===== config.mk =====
export PLATFORM = sky130hd
export DESIGN_NAME = ncs_sequencer
export DESIGN_NICKNAME = d
export VERILOG_FILES = /design/src/logic/ncs_pkg.sv /design/src/logic/ncs_arbiter.sv /design/src/logic/ncs_storage_engine.sv /design/src/logic/ncs_sequencer.sv
export SDC_FILE = /design/constraint.sdc
export NUM_CORES = 2
export LEC_CHECK = 0
export BUFFER_PORTS_ARGS = -buffer_cell sky130_fd_sc_hd__buf_2
export CAP_MARGIN = 20
export CELL_PAD_IN_SITES_DETAIL_PLACEMENT = 1
export CELL_PAD_IN_SITES_GLOBAL_PLACEMENT = 2
export CORE_MARGIN = 3
export CORE_UTILIZATION = 55
export CTS_CLUSTER_DIAMETER = 60
export DETAILED_ROUTE_END_ITERATION = 6
export PLACE_DENSITY_LB_ADDON = 0.25
export SETUP_SLACK_MARGIN = 0.1
export SLEW_MARGIN = 40
export SYNTH_ARGS = -nofsm -noshare
export SYNTH_HDL_FRONTEND = slang
export SYNTH_HIERARCHICAL = 1
export SYNTH_SLANG_ARGS = --single-unit
export TNS_END_PERCENT = 100

===== constraint.sdc =====
create_clock -name core_clk -period 11.9 [get_ports core_clk]
set_clock_uncertainty 0.15 [all_clocks]
set_input_delay 2.38 -clock core_clk [delete_from_list [all_inputs] [get_ports core_clk]]
set_output_delay 2.38 -clock core_clk [all_outputs]
set_load 0.1 [all_outputs]

===== src/logic/ncs_pkg.sv =====
// constants and types shared by the stored map command sequencer
package ncs_pkg;
    // management addresses
    localparam logic [15:0] NCS_CSR_ADDR = 16'h8000;
    localparam logic [15:0] NCS_MAP_FIRST = 16'h8007;
    localparam logic [15:0] NCS_MAP_LAST = 16'h80f1;
    localparam logic [15:0] NCS_MON_CAP_ADDR = 16'h807a;
    localparam logic [15:0] NCS_RSVD_ADDR = 16'h807c;
    localparam logic [15:0] NCS_CHECKSUM_ADDR = 16'h807d;
    localparam int NCS_MAP_DEPTH = 235;
    localparam int NCS_IDX_W = 8;
    // customer writeable region, as map indices
    localparam logic [7:0] NCS_CUST_FIRST = 8'h77;
    localparam logic [7:0] NCS_CUST_LAST = 8'ha6;
    // control/status field positions
    localparam int NCS_VEND_HI = 15;
    localparam int NCS_VEND_LO = 9;
    localparam int NCS_DIR_BIT = 5;
    localparam int NCS_STAT_HI = 3;
    localparam int NCS_STAT_LO = 2;
    localparam int NCS_EXT_HI = 1;
    localparam int NCS_EXT_LO = 0;
    localparam logic [6:0] NCS_VEND_RESET = 7'h00;
    // command status codes
    localparam logic [1:0] NCS_ST_IDLE = 2'h0;
    localparam logic [1:0] NCS_ST_OK = 2'h1;
    localparam logic [1:0] NCS_ST_BUSY = 2'h2;
    localparam logic [1:0] NCS_ST_FAIL = 2'h3;
    // extended command covering the whole stored map
    localparam logic [1:0] NCS_EXT_ALL = 2'h3;
    // command code is {direction, extended}
    localparam logic [2:0] NCS_CODE_LOAD_ALL = 3'h3;
    localparam logic [2:0] NCS_CODE_COMMIT_ALL = 3'h7;

    typedef enum logic [1:0] {
        NCS_S_IDLE = 2'b00,
        NCS_S_PENDING = 2'b01,
        NCS_S_IN_PROGRESS = 2'b10,
        NCS_S_COMPLETE = 2'b11
    } ncs_state_t;
endpackage : ncs_pkg


===== src/logic/ncs_arbiter.sv =====
// one-at-a-time arbiter for storage shared with the optical monitor
module ncs_arbiter
    import ncs_pkg::*;
(
    // clock and reset
    input wire logic core_clk,
    input wire logic rst_b,
    // requesters, held high while they need the storage
    input wire logic map_req,
    input wire logic mon_req,
    // grants
    output logic map_grant,
    output logic mon_grant
);
    logic map_own_reg;
    logic mon_own_reg;

    // owner keeps the storage until it drops its request
    always_ff @(posedge core_clk) begin
        if (!rst_b) begin
            map_own_reg <= 1'b0;
            mon_own_reg <= 1'b0;
        end else if (map_own_reg) begin
            map_own_reg <= map_req;
        end else if (mon_own_reg) begin
            mon_own_reg <= mon_req;
        end else if (mon_req) begin
            // a tie goes to the monitor; the map command queues
            mon_own_reg <= 1'b1; // see RQ15
        end else begin
            map_own_reg <= map_req;
        end
    end

    assign map_grant = map_own_reg;
    assign mon_grant = mon_own_reg;
endmodule : ncs_arbiter


===== src/logic/ncs_storage_engine.sv =====
// backing storage and the copy engine between it and the register space
module ncs_storage_engine
    import ncs_pkg::*;
#(
    parameter int DEPTH = NCS_MAP_DEPTH
) (
    // clock and reset
    input wire logic core_clk,
    input wire logic rst_b,
    // command
    input wire logic start,
    input wire logic [2:0] cmd_code,
    output logic done,
    output logic ok,
    // register space access
    output logic [NCS_IDX_W-1:0] vol_idx,
    output logic vol_we,
    output logic [7:0] vol_wdata,
    input wire logic [7:0] vol_rdata
);
    localparam logic [NCS_IDX_W-1:0] LAST_IDX = NCS_IDX_W'(DEPTH - 1);

    // backing store keeps no reset, like the part it stands for
    logic [7:0] store_mem [DEPTH];
    logic run_reg;
    logic dir_reg;
    logic [NCS_IDX_W-1:0] idx_reg;
    logic done_reg;
    logic ok_reg;
    logic cust;

    assign cust = (idx_reg >= NCS_CUST_FIRST) && (idx_reg <= NCS_CUST_LAST);

    always_ff @(posedge core_clk) begin
        if (!rst_b) begin
            run_reg <= 1'b0;
            dir_reg <= 1'b0;
            idx_reg <= '0;
            done_reg <= 1'b0;
            ok_reg <= 1'b0;
        end else begin
            done_reg <= 1'b0;
            if (start && !run_reg) begin
                if (cmd_code[1:0] == NCS_EXT_ALL) begin // see RQ8
                    run_reg <= 1'b1;
                    dir_reg <= cmd_code[2];
                    idx_reg <= '0;
                end else begin
                    // vendor codes are not implemented: report failure
                    done_reg <= 1'b1; // see RQ22
                    ok_reg <= 1'b0;
                end
            end else if (run_reg) begin
                if (idx_reg == LAST_IDX) begin
                    run_reg <= 1'b0;
                    done_reg <= 1'b1; // see RQ22
                    ok_reg <= 1'b1;
                end else begin
                    idx_reg <= idx_reg + 1'b1;
                end
            end
        end
    end

    // commit only touches the customer region
    always_ff @(posedge core_clk) begin
        if (run_reg && dir_reg && cust) begin
            store_mem[idx_reg] <= vol_rdata; // see RQ13, RQ20, RQ21
        end
    end

    assign vol_idx = idx_reg;
    assign vol_we = run_reg && !dir_reg; // see RQ13
    assign vol_wdata = store_mem[idx_reg];
    assign done = done_reg;
    assign ok = ok_reg;
endmodule : ncs_storage_engine


===== src/logic/ncs_sequencer.sv =====
// stored map command sequencer: control/status register and map space
// Summary of operation
// RQ1: every map location reads directly at its address, no command needed.
// RQ2: management writes to the map stay volatile until a commit command.
// RQ3: reset reloads the whole stored map into the register space.
// RQ4: read command with extended 11 reloads everything, dropping changes.
// RQ5: register at 0x8000; 15:9 vendor rw, 8:6 and 4 read zero.
// RQ6: bit 5 zero loads from storage, one commits to storage.
// RQ7: status 3:2 is 00 idle, 10 busy, 01 ok, 11 failed.
// RQ8: extended 11 covers all contents; other codes are vendor defined.
// RQ9: direction and extended bits hold from start until idle again.
// RQ10: host writes the register only after it has read idle.
// RQ11: reading the register after completion returns outcome, goes idle.
// RQ12: a write while idle starts a command and enters pending.
// RQ13: load copies storage to registers; commit copies back where writeable.
// RQ14: writes to the register are ignored from start until idle.
// RQ15: one command at a time with the monitor; second one queues.
// RQ16: pending moves to in progress only once storage is free.
// RQ17: engine completion enters complete with status 01 or 11.
// RQ18: reset either idles or uploads and ends complete with outcome.
// RQ19: command code is direction bit joined with the extended field.
// RQ20: customer portion can be committed through a write command.
// RQ21: basic and vendor storage regions are never altered.
// RQ22: engine finishes with a one-cycle done pulse and success flag.
module ncs_sequencer
    import ncs_pkg::*;
#(
    parameter bit RESET_UPLOAD = 1'b1,
    parameter logic [7:0] MON_CAP_VALUE = 8'h00
) (
    // clock and reset
    input wire logic core_clk,
    input wire logic rst_b,
    // management register port
    input wire logic [15:0] mgmt_addr,
    input wire logic mgmt_wr,
    input wire logic mgmt_rd,
    input wire logic [15:0] mgmt_wdata,
    output logic [15:0] mgmt_rdata,
    // shared storage with the optical monitor subsystem
    input wire logic mon_req,
    output logic mon_grant,
    // status seen by the rest of the module
    output logic [1:0] cmd_status,
    output logic [2:0] cmd_code
);
    ncs_state_t state_reg;
    ncs_state_t state_next;
    logic [6:0] vend_reg;
    logic dir_reg;
    logic [1:0] ext_reg;
    logic [1:0] outcome_reg;
    logic [15:0] rdata_reg;
    logic [7:0] vol_mem [NCS_MAP_DEPTH];
    logic csr_wr;
    logic csr_rd;
    logic map_hit;
    logic map_wr_ok;
    logic [NCS_IDX_W-1:0] mgmt_idx;
    logic [15:0] csr_value;
    logic map_grant;
    logic eng_start;
    logic eng_done;
    logic eng_ok;
    logic [NCS_IDX_W-1:0] eng_idx;
    logic eng_we;
    logic [7:0] eng_wdata;
    logic [7:0] eng_rdata;

    assign csr_wr = mgmt_wr && (mgmt_addr == NCS_CSR_ADDR);
    assign csr_rd = mgmt_rd && (mgmt_addr == NCS_CSR_ADDR);
    assign map_hit = (mgmt_addr >= NCS_MAP_FIRST) &&
        (mgmt_addr <= NCS_MAP_LAST);
    assign mgmt_idx = NCS_IDX_W'(mgmt_addr - NCS_MAP_FIRST);
    // capability, reserved and checksum bytes are not writeable by the host
    assign map_wr_ok = mgmt_wr && map_hit &&
        (mgmt_addr != NCS_MON_CAP_ADDR) &&
        (mgmt_addr != NCS_RSVD_ADDR) &&
        (mgmt_addr != NCS_CHECKSUM_ADDR);

    // state machine
    always_comb begin
        state_next = state_reg;
        case (state_reg)
            NCS_S_IDLE: begin
                if (csr_wr) begin
                    state_next = NCS_S_PENDING; // see RQ12
                end
            end
            NCS_S_PENDING: begin
                if (map_grant) begin
                    state_next = NCS_S_IN_PROGRESS; // see RQ16
                end
            end
            NCS_S_IN_PROGRESS: begin
                if (eng_done) begin
                    state_next = NCS_S_COMPLETE; // see RQ17
                end
            end
            NCS_S_COMPLETE: begin
                if (csr_rd) begin
                    state_next = NCS_S_IDLE; // see RQ11
                end
            end
            default: begin
                state_next = NCS_S_IDLE;
            end
        endcase
    end

    // reset may go straight into an upload of the stored map
    always_ff @(posedge core_clk) begin
        if (!rst_b) begin
            if (RESET_UPLOAD) begin
                state_reg <= NCS_S_PENDING; // see RQ3, RQ18
            end else begin
                state_reg <= NCS_S_IDLE; // see RQ18
            end
        end else begin
            state_reg <= state_next;
        end
    end

    // command fields, frozen outside idle
    always_ff @(posedge core_clk) begin
        if (!rst_b) begin
            vend_reg <= NCS_VEND_RESET;
            dir_reg <= NCS_CODE_LOAD_ALL[2];
            ext_reg <= NCS_CODE_LOAD_ALL[1:0];
        end else if (csr_wr && state_reg == NCS_S_IDLE) begin // see RQ14
            vend_reg <= mgmt_wdata[NCS_VEND_HI:NCS_VEND_LO]; // see RQ5
            dir_reg <= mgmt_wdata[NCS_DIR_BIT]; // see RQ6
            ext_reg <= mgmt_wdata[NCS_EXT_HI:NCS_EXT_LO]; // see RQ9
        end
    end

    // outcome latched from the engine's done pulse
    always_ff @(posedge core_clk) begin
        if (!rst_b) begin
            outcome_reg <= NCS_ST_IDLE;
        end else if (state_reg == NCS_S_IN_PROGRESS && eng_done) begin
            outcome_reg <= eng_ok ? NCS_ST_OK : NCS_ST_FAIL; // see RQ17
        end
    end

    // status field follows the state
    always_comb begin
        case (state_reg)
            NCS_S_IDLE: cmd_status = NCS_ST_IDLE; // see RQ7
            NCS_S_PENDING: cmd_status = NCS_ST_BUSY; // see RQ15
            NCS_S_IN_PROGRESS: cmd_status = NCS_ST_BUSY;
            NCS_S_COMPLETE: cmd_status = outcome_reg;
            default: cmd_status = NCS_ST_IDLE;
        endcase
    end

    assign cmd_code = {dir_reg, ext_reg}; // see RQ19
    assign csr_value = {vend_reg, 3'h0, dir_reg, 1'b0, cmd_status,
        ext_reg}; // see RQ5

    // volatile register space; engine has priority over host writes
    always_ff @(posedge core_clk) begin
        if (eng_we) begin
            vol_mem[eng_idx] <= eng_wdata; // see RQ4, RQ13
        end else if (map_wr_ok) begin
            vol_mem[mgmt_idx] <= mgmt_wdata[7:0]; // see RQ2
        end
    end
    assign eng_rdata = vol_mem[eng_idx];

    // read data, one cycle after the strobe; unmapped reads give zero
    always_ff @(posedge core_clk) begin
        if (!rst_b) begin
            rdata_reg <= 16'h0000;
        end else if (mgmt_rd) begin
            if (mgmt_addr == NCS_CSR_ADDR) begin
                rdata_reg <= csr_value; // see RQ11
            end else if (mgmt_addr == NCS_MON_CAP_ADDR) begin
                rdata_reg <= {8'h00, MON_CAP_VALUE};
            end else if (mgmt_addr == NCS_RSVD_ADDR) begin
                rdata_reg <= 16'h0000;
            end else if (map_hit) begin
                rdata_reg <= {8'h00, vol_mem[mgmt_idx]}; // see RQ1
            end else begin
                rdata_reg <= 16'h0000;
            end
        end
    end
    assign mgmt_rdata = rdata_reg;

    // storage request held from pending until complete
    assign eng_start = (state_reg == NCS_S_PENDING) && map_grant;

    ncs_arbiter u_arbiter (
        .core_clk(core_clk),
        .rst_b(rst_b),
        .map_req((state_reg == NCS_S_PENDING) ||
            (state_reg == NCS_S_IN_PROGRESS)), // see RQ15
        .mon_req(mon_req),
        .map_grant(map_grant),
        .mon_grant(mon_grant)
    );

    ncs_storage_engine #(
        .DEPTH(NCS_MAP_DEPTH)
    ) u_engine (
        .core_clk(core_clk),
        .rst_b(rst_b),
        .start(eng_start),
        .cmd_code(cmd_code),
        .done(eng_done),
        .ok(eng_ok),
        .vol_idx(eng_idx),
        .vol_we(eng_we),
        .vol_wdata(eng_wdata),
        .vol_rdata(eng_rdata)
    );
endmodule : ncs_sequencer


# --- After elaboration in Yosys (flattened, before gate mapping) ---
# Memories as Yosys holds them, arrays and structs flattened. A register that Yosys moved wholly into a read port is not among the register bits.
# Index checks and enable logic that the tools add are counted.
word_totals:
  output_inout_bits: 22
  wordCells: 112
  regBits: 44
  input_bits: 37
  memories: 2
  ram_bits: 3760
memory_table:
  columns: ["name", "depth", "width", "rd", "rd_clocked_by_memory_dff", "write_ports", "line", "rtl"]
  rows:
  - ["u_engine.store_mem", 235, 8, 1, 1, 1, "ncs_storage_engine.sv:24", "logic [7:0] store_mem [DEPTH];"]
  - ["vol_mem", 235, 8, 2, 1, 1, "ncs_sequencer.sv:54", "logic [7:0] vol_mem [NCS_MAP_DEPTH];"]
classes:
  add_sub_neg: 2
  reduce_logical: 27
  n_mux: 46
  n_eq_ne: 18
  magnitude_cmp: 4
op_table:
  columns: ["op", "count"]
  rows:
  - ["8-bit 2-to-1 mux", 13]
  - ["16-bit equality test (second input constant)", 3]
  - ["16-bit != test (second input constant)", 3]
  - ["1-bit 2-to-1 mux", 25]
  - ["16-bit >= comparator (second input constant)", 1]
  - ["16-bit less-or-equal comparator (second input constant)", 1]
  - ["16-bit 2-to-1 mux", 1]
  - ["1-bit logical AND", 15]
  - ["2-bit 2-to-1 mux", 5]
  - ["8-bit by 1-bit adder with 8-bit output (second input constant)", 1]
  - ["8-bit equality test (second input constant)", 1]
  - ["8-bit by 7-bit >= comparator with 1-bit output (second input constant)", 1]
  - ["8-bit less-or-equal comparator (second input constant)", 1]
  - ["2-bit != test (second input constant)", 4]
  - ["2-bit one-hot mux with 4 select lines", 1]
  - ["8-bit OR reduction", 1]
  - ["8-bit by 3-bit subtractor with 8-bit output (second input constant)", 1]
  - ["2-bit equality test (second input constant)", 3]
  - ["2-bit by 1-bit != test with 1-bit output (second input constant)", 3]
  - ["2-bit one-hot mux with 3 select lines", 1]
  - ["3-bit AND reduction", 2]
  - ["4-bit AND reduction", 1]
  - ["2-bit nonzero test", 2]
  - ["2-bit by 1-bit equality test with 1-bit output (second input constant)", 1]
  - ["other kinds (5)", 6]

# --- Depth between registers and ports, before layout ---
depth:
  word_depth: 11
  mapped_depth: 17
  ltp_nobuf: 9

# --- Hierarchy ---
# Netlist, hierarchy kept.
by_module_without_submodules:
  columns: ["module", "area_per_inst_um2", "instances", "cells_per_inst", "seq_area_each_um2"]
  rows:
  - ["ncs_sequencer", 89843.7, 1, 4493, 57034.7]
  - ["ncs_storage_engine", 72754.8, 1, 3132, 56854.5]
  - ["ncs_arbiter", 70.1, 1, 6, 40.0]

# --- Least setup slack after synthesis ---
# No wires, ideal clock.
synth_path:
  path_type: "in2reg"
  startpoint: "in mgmt_addr[0]"
  endpoint: "mem vol_mem[0][1] (data pin)"
  slack_ns: 5.146
  path_stages: 12
  t_arrival_ns: 6.076
  setup_ns: 0.528
  n_path_buf: 5
  required_time_ns: 11.222
  path_cell_list: "buf_2 -> buf_2 -> inv_1 -> ha_1 -> a21oi_1 -> or3_1 -> a221oi_2 -> nand3b_1 -> buf_6 -> buf_2 -> buf_2 -> mux2_2"
synth_via:
  elab_chain_len: 11
  word_cells_on_any_way: 15
  cone_classes: "order compare: 2; eq/ne: 3; mux: 4; reduce/logical: 6"
synth_lines:
  columns: ["item", "line", "rtl"]
  rows:
  - ["start, declared", "ncs_sequencer.sv:35", "input wire logic [15:0] mgmt_addr,"]
  - ["16-bit >= comparator / 16-bit less-or-equal comparator (equally long branches)", "ncs_sequencer.sv:72, ncs_sequencer.sv:73", null]
  - ["1-bit logical AND", "ncs_sequencer.sv:72", "assign map_hit = (mgmt_addr >= NCS_MAP_FIRST) &&"]
  - ["1-bit logical AND (2 in a row)", "ncs_sequencer.sv:76", "assign map_wr_ok = mgmt_wr && map_hit &&"]
  - ["1-bit logical AND", "ncs_sequencer.sv:77", "(mgmt_addr != NCS_MON_CAP_ADDR) &&"]
  - ["1-bit logical AND (*)", "ncs_sequencer.sv:78", "(mgmt_addr != NCS_RSVD_ADDR) &&"]
  - ["1-bit 2-to-1 mux (*)", "ncs_sequencer.sv:165", "end else if (map_wr_ok) begin"]
  - ["1-bit 2-to-1 mux (*)", "ncs_sequencer.sv:163", "if (eng_we) begin"]
  - ["1-bit 2-to-1 mux (implied by the code) (*)", "ncs_sequencer.sv:166", "vol_mem[mgmt_idx] <= mgmt_wdata[7:0];"]
  - ["8-bit OR reduction (no line) (*)", null, null]
  - ["8-bit 2-to-1 mux (no line) (*)", null, null]
  - ["end, declared", "ncs_sequencer.sv:54", null]
# Mark *: on every way between the ends. The rest lies on a longest branch, timed or not.

# --- Final worst setup path ---
layout_path:
  startpoint: "in mgmt_addr[0]"
  endpoint: "mem vol_mem[6][4], enable pin"
layout_via:
  elab_chain_len: 11
  word_cells_on_any_way: 17
  cone_classes: "add/sub: 1; order compare: 2; eq/ne: 3; mux: 5; reduce/logical: 6"
layout_lines:
  columns: ["item", "line"]
  rows:
  - ["16-bit >= comparator / 16-bit less-or-equal comparator (equally long branches)", "ncs_sequencer.sv:72, ncs_sequencer.sv:73"]
  - ["1-bit logical AND", "ncs_sequencer.sv:72"]
  - ["1-bit logical AND (2 in a row)", "ncs_sequencer.sv:76"]
  - ["1-bit logical AND", "ncs_sequencer.sv:77"]
  - ["1-bit logical AND", "ncs_sequencer.sv:78"]
  - ["1-bit 2-to-1 mux", "ncs_sequencer.sv:165"]
  - ["1-bit 2-to-1 mux", "ncs_sequencer.sv:163"]
  - ["1-bit 2-to-1 mux (implied by the code)", "ncs_sequencer.sv:166"]
  - ["8-bit OR reduction (no line)", null]
  - ["8-bit 2-to-1 mux (no line) / 1-bit 2-to-1 mux (equally long branches)", null]
# Parallel ways exist; a longest one is shown, timed or not.

==> results_dict.tcl <==
set metrics [dict create \
    drt_iter0_markers 11600 \
    die_h_um 550 \
    final.period_utilization_pct 60.6 \
    grt_usage_pct 29.6 \
    hp-start "u_engine/ok" \
    netlist_top_cells_area "edfxtp_1 69%, mux4_2 22%, buf_2 0.77%, nor2_1 0.77%, mux2i_1 0.75%" \
    critPathMaxFanout 48 \
    tightestPinTransition_ps 923 \
    crit_end "vol_mem[6][4]" \
    cts.sinks 3811 \
    ys_seq_elements 3811 \
    hpwl_um 276000 \
    maxSlewViolCount 0 \
    end_kind "flip-flop" \
    initial_utilization_pct 55.3 \
    rows 199 \
    totalWireLength_um 443000 \
    synth.cell_area_mm2 0.163 \
    clockBufferDepth 4 \
    cp.arrival_ps 7620 \
    r2r-end "vol_mem[174][7]" \
    synth_edf_count 3760 \
    fin_nets 9260 \
    synthCells 7631 \
    slew_headroom_pct 38.3 \
    top_usage_layer "met2" \
    portBuffers 56 \
    place_congestion 0.898 \
    hold_viol_final 0 \
    via_per_inst 6.43 \
    ios 59 \
    status "complete, no violations" \
    synth_flop_cell "edfxtp_1" \
    drtAntennaViolNets 0 \
    grt_pass1_wl_um 647000 \
    dr.pass1.iters 6 \
    clkLatencyLatePin_ps 970 \
    async_reset_ff_share_pct 0 \
    die_w_um 550 \
    worst_ep_required_time_ps 12310 \
    postCtsHoldBufs 0 \
    synthDominantCellAreaShare_pct 69.4 \
    path_class "in2reg" \
    numCtsBuffers 396 \
    rrSetupSlack_ps 5410 \
    gr-total-overflow 0 \
    hold_path.class "reg2reg" \
    use_met2_pct 48.2 \
    setup_viol 0 \
    fin_crit_ps 7210 \
    synth_top_area_cell "edfxtp_1" \
    grt_setup_unrepaired "no" \
    core-area_mm2 0.294 \
    yosysUniqueCellTypes 81 \
    power_mw 34.4 \
    cp-startpoint "mgmt_addr[0]" \
    drive_above_1_share_pct 28.2 \
    die_area_mm2 0.302 \
    ff2ff_path_depth 10 \
    cts_tree "built" \
    area_delta_synth_final_pct 14.8 \
    fin_setup_tns_ps 0 \
    grt_pass1_vias 91000 \
    grt_max_degree 136 \
    max_freq_mhz 139 \
    routedWlPerCell_um 32.9 \
    yosysSeqAreaShare_pct 70.0 \
    grt_antenna_before_repair 14 \
    cts_root_buffer "clkbuf_16" \
    cts_setup_buffers 0 \
    cts_resized 0 \
    grt.met1_usage_pct 40.0 \
    cts.reportedPaths.clkPinSlew_ps 60 \
    htreeDepth 5 \
    yosysWarnings 6 \
    vias 86700 \
    cap_viol_max_count 0 \
    startpoint_type "input pin" \
    met3_usage_pct 5.07 \
    max-vdd-ir-drop_uv 160 \
    p_per_area_mw_per_mm2 184 \
    drc 0 \
    avgSynthCellArea_um2 21.3 \
    p_leak_nw 60.1 \
]
layer usage:
metal / wire [um] / vias up
li1: - / 34600
met1: 161000 / 46400
met2: 222000 / 4755
met3: 38700 / 873
met4: 21000 / 10
met5: 62 / -
kinds of logic (layout without fill, tap and decap cells):
kind of cell	Yosys count	count (layout)	share of synthesized area [%]
xor+xnor	16	16	0.0954
flops	3811	3811	70.0
fa+ha+maj	13	13	0.100
simple gates	955	955	2.64
buf+inv	564	1017	1.78
compound gates	518	518	2.22
other cells	2	1472	0.00462
mux	1752	1752	23.1
how the worst min path moves through the flow:
stage / to / slack (ps) / cells after the start
after floorplan: outcome_reg[1] / 280 / 1
after global placement: vend_reg[6] / 290 / 2
after detailed placement: outcome_reg[1] / 300 / 1
after CTS: vend_reg[1] / 310 / 2
after global routing: outcome_reg[1] / 340 / 1
final: outcome_reg[1] / 310 / 1
cells in the final DEF, fill, tap and decap left out, types with 26 or more instances in the layout:
cell type	synthesis	layout
dfxtp_1	51	39
clkinv_2	0	60
nand2_1	291	291
mux2i_1	122	118
edfxtp_1	3760	3760
a21oi_1	115	112
clkbuf_1	144	86
o21ai_0	69	69
nor2b_1	34	28
nor2_1	332	181
nor2_2	1	147
buf_4	71	142
clkinv_1	2	91
bufinv_16	0	40
nand3_1	104	104
clkbuf_16	0	404
buf_2	251	56
nor3_1	52	39
mux4_2	1602	1602
o211ai_1	26	26
conb_1	2	1465
a22oi_1	106	106
nand4_1	31	31
area by class of cell:
cell class	instances	area (um^2)
inverter	24	95.1
tap	3919	4900
clock inverter	235	2360
antenna	7	17.5
sequential	3811	114000
timing repair buffer	258	2430
fill	24300	107000
clock buffer	500	10600
multi-input combinational	4719	52300
worst max-delay path, cell delays in order:
cell and delay [ps]:
buf_8 320, buf_4 750, ha_1 550, a21oi_1 280, a221oi_2 470, nand3b_1 140
buf_4 370, mux2i_1 370, buf_4 300, or3_4 650, nor2_1 810
power breakdown:
part	switching (mW)	leakage [nW]	total (mW)	internal, mW
clock network	5.22	6.28	12.4	7.17
registers	0.296	35.4	17.1	16.8
logic	3.05	18.4	4.92	1.87
total	8.57	60.1	34.4	25.8
synthesized netlist by cell type (12+ instances only):
cell / instances
edfxtp_1: 3760
mux4_2: 1602
nor2_1: 332
nand2_1: 291
buf_2: 251
clkbuf_1: 144
mux2i_1: 122
a21oi_1: 115
a22oi_1: 106
nand3_1: 104
buf_4: 71
o21ai_0: 69
nor3_1: 52
dfxtp_1: 51
buf_1: 49
nor2b_1: 34
nand4_1: 31
mux2_2: 28
a32oi_1: 26
o211ai_1: 26
buf_6: 24
a22o_1: 23
a221oi_1: 22
inv_1: 21
o22ai_1: 21
nand2b_1: 20
or3_1: 19
and2_1: 15
ha_1: 13
a31oi_1: 12
per-stage QoR:
stage	std cells	worst slack (ps)	instance area (um^2)	utilization [%]	hold WS (ps)
3_3_place_gp	12700	3650	173000	58.7	294
6_report	13500	4690	187000	63.5	311
4_1_cts	13500	4700	186000	63.3	312
2_1_floorplan	9094	5150	168000	-	283
5_1_grt	13500	4630	187000	63.5	340
3_5_place_dp	12700	3710	173000	58.9	297
No activity file was read; power rests on OpenSTA's default activity.
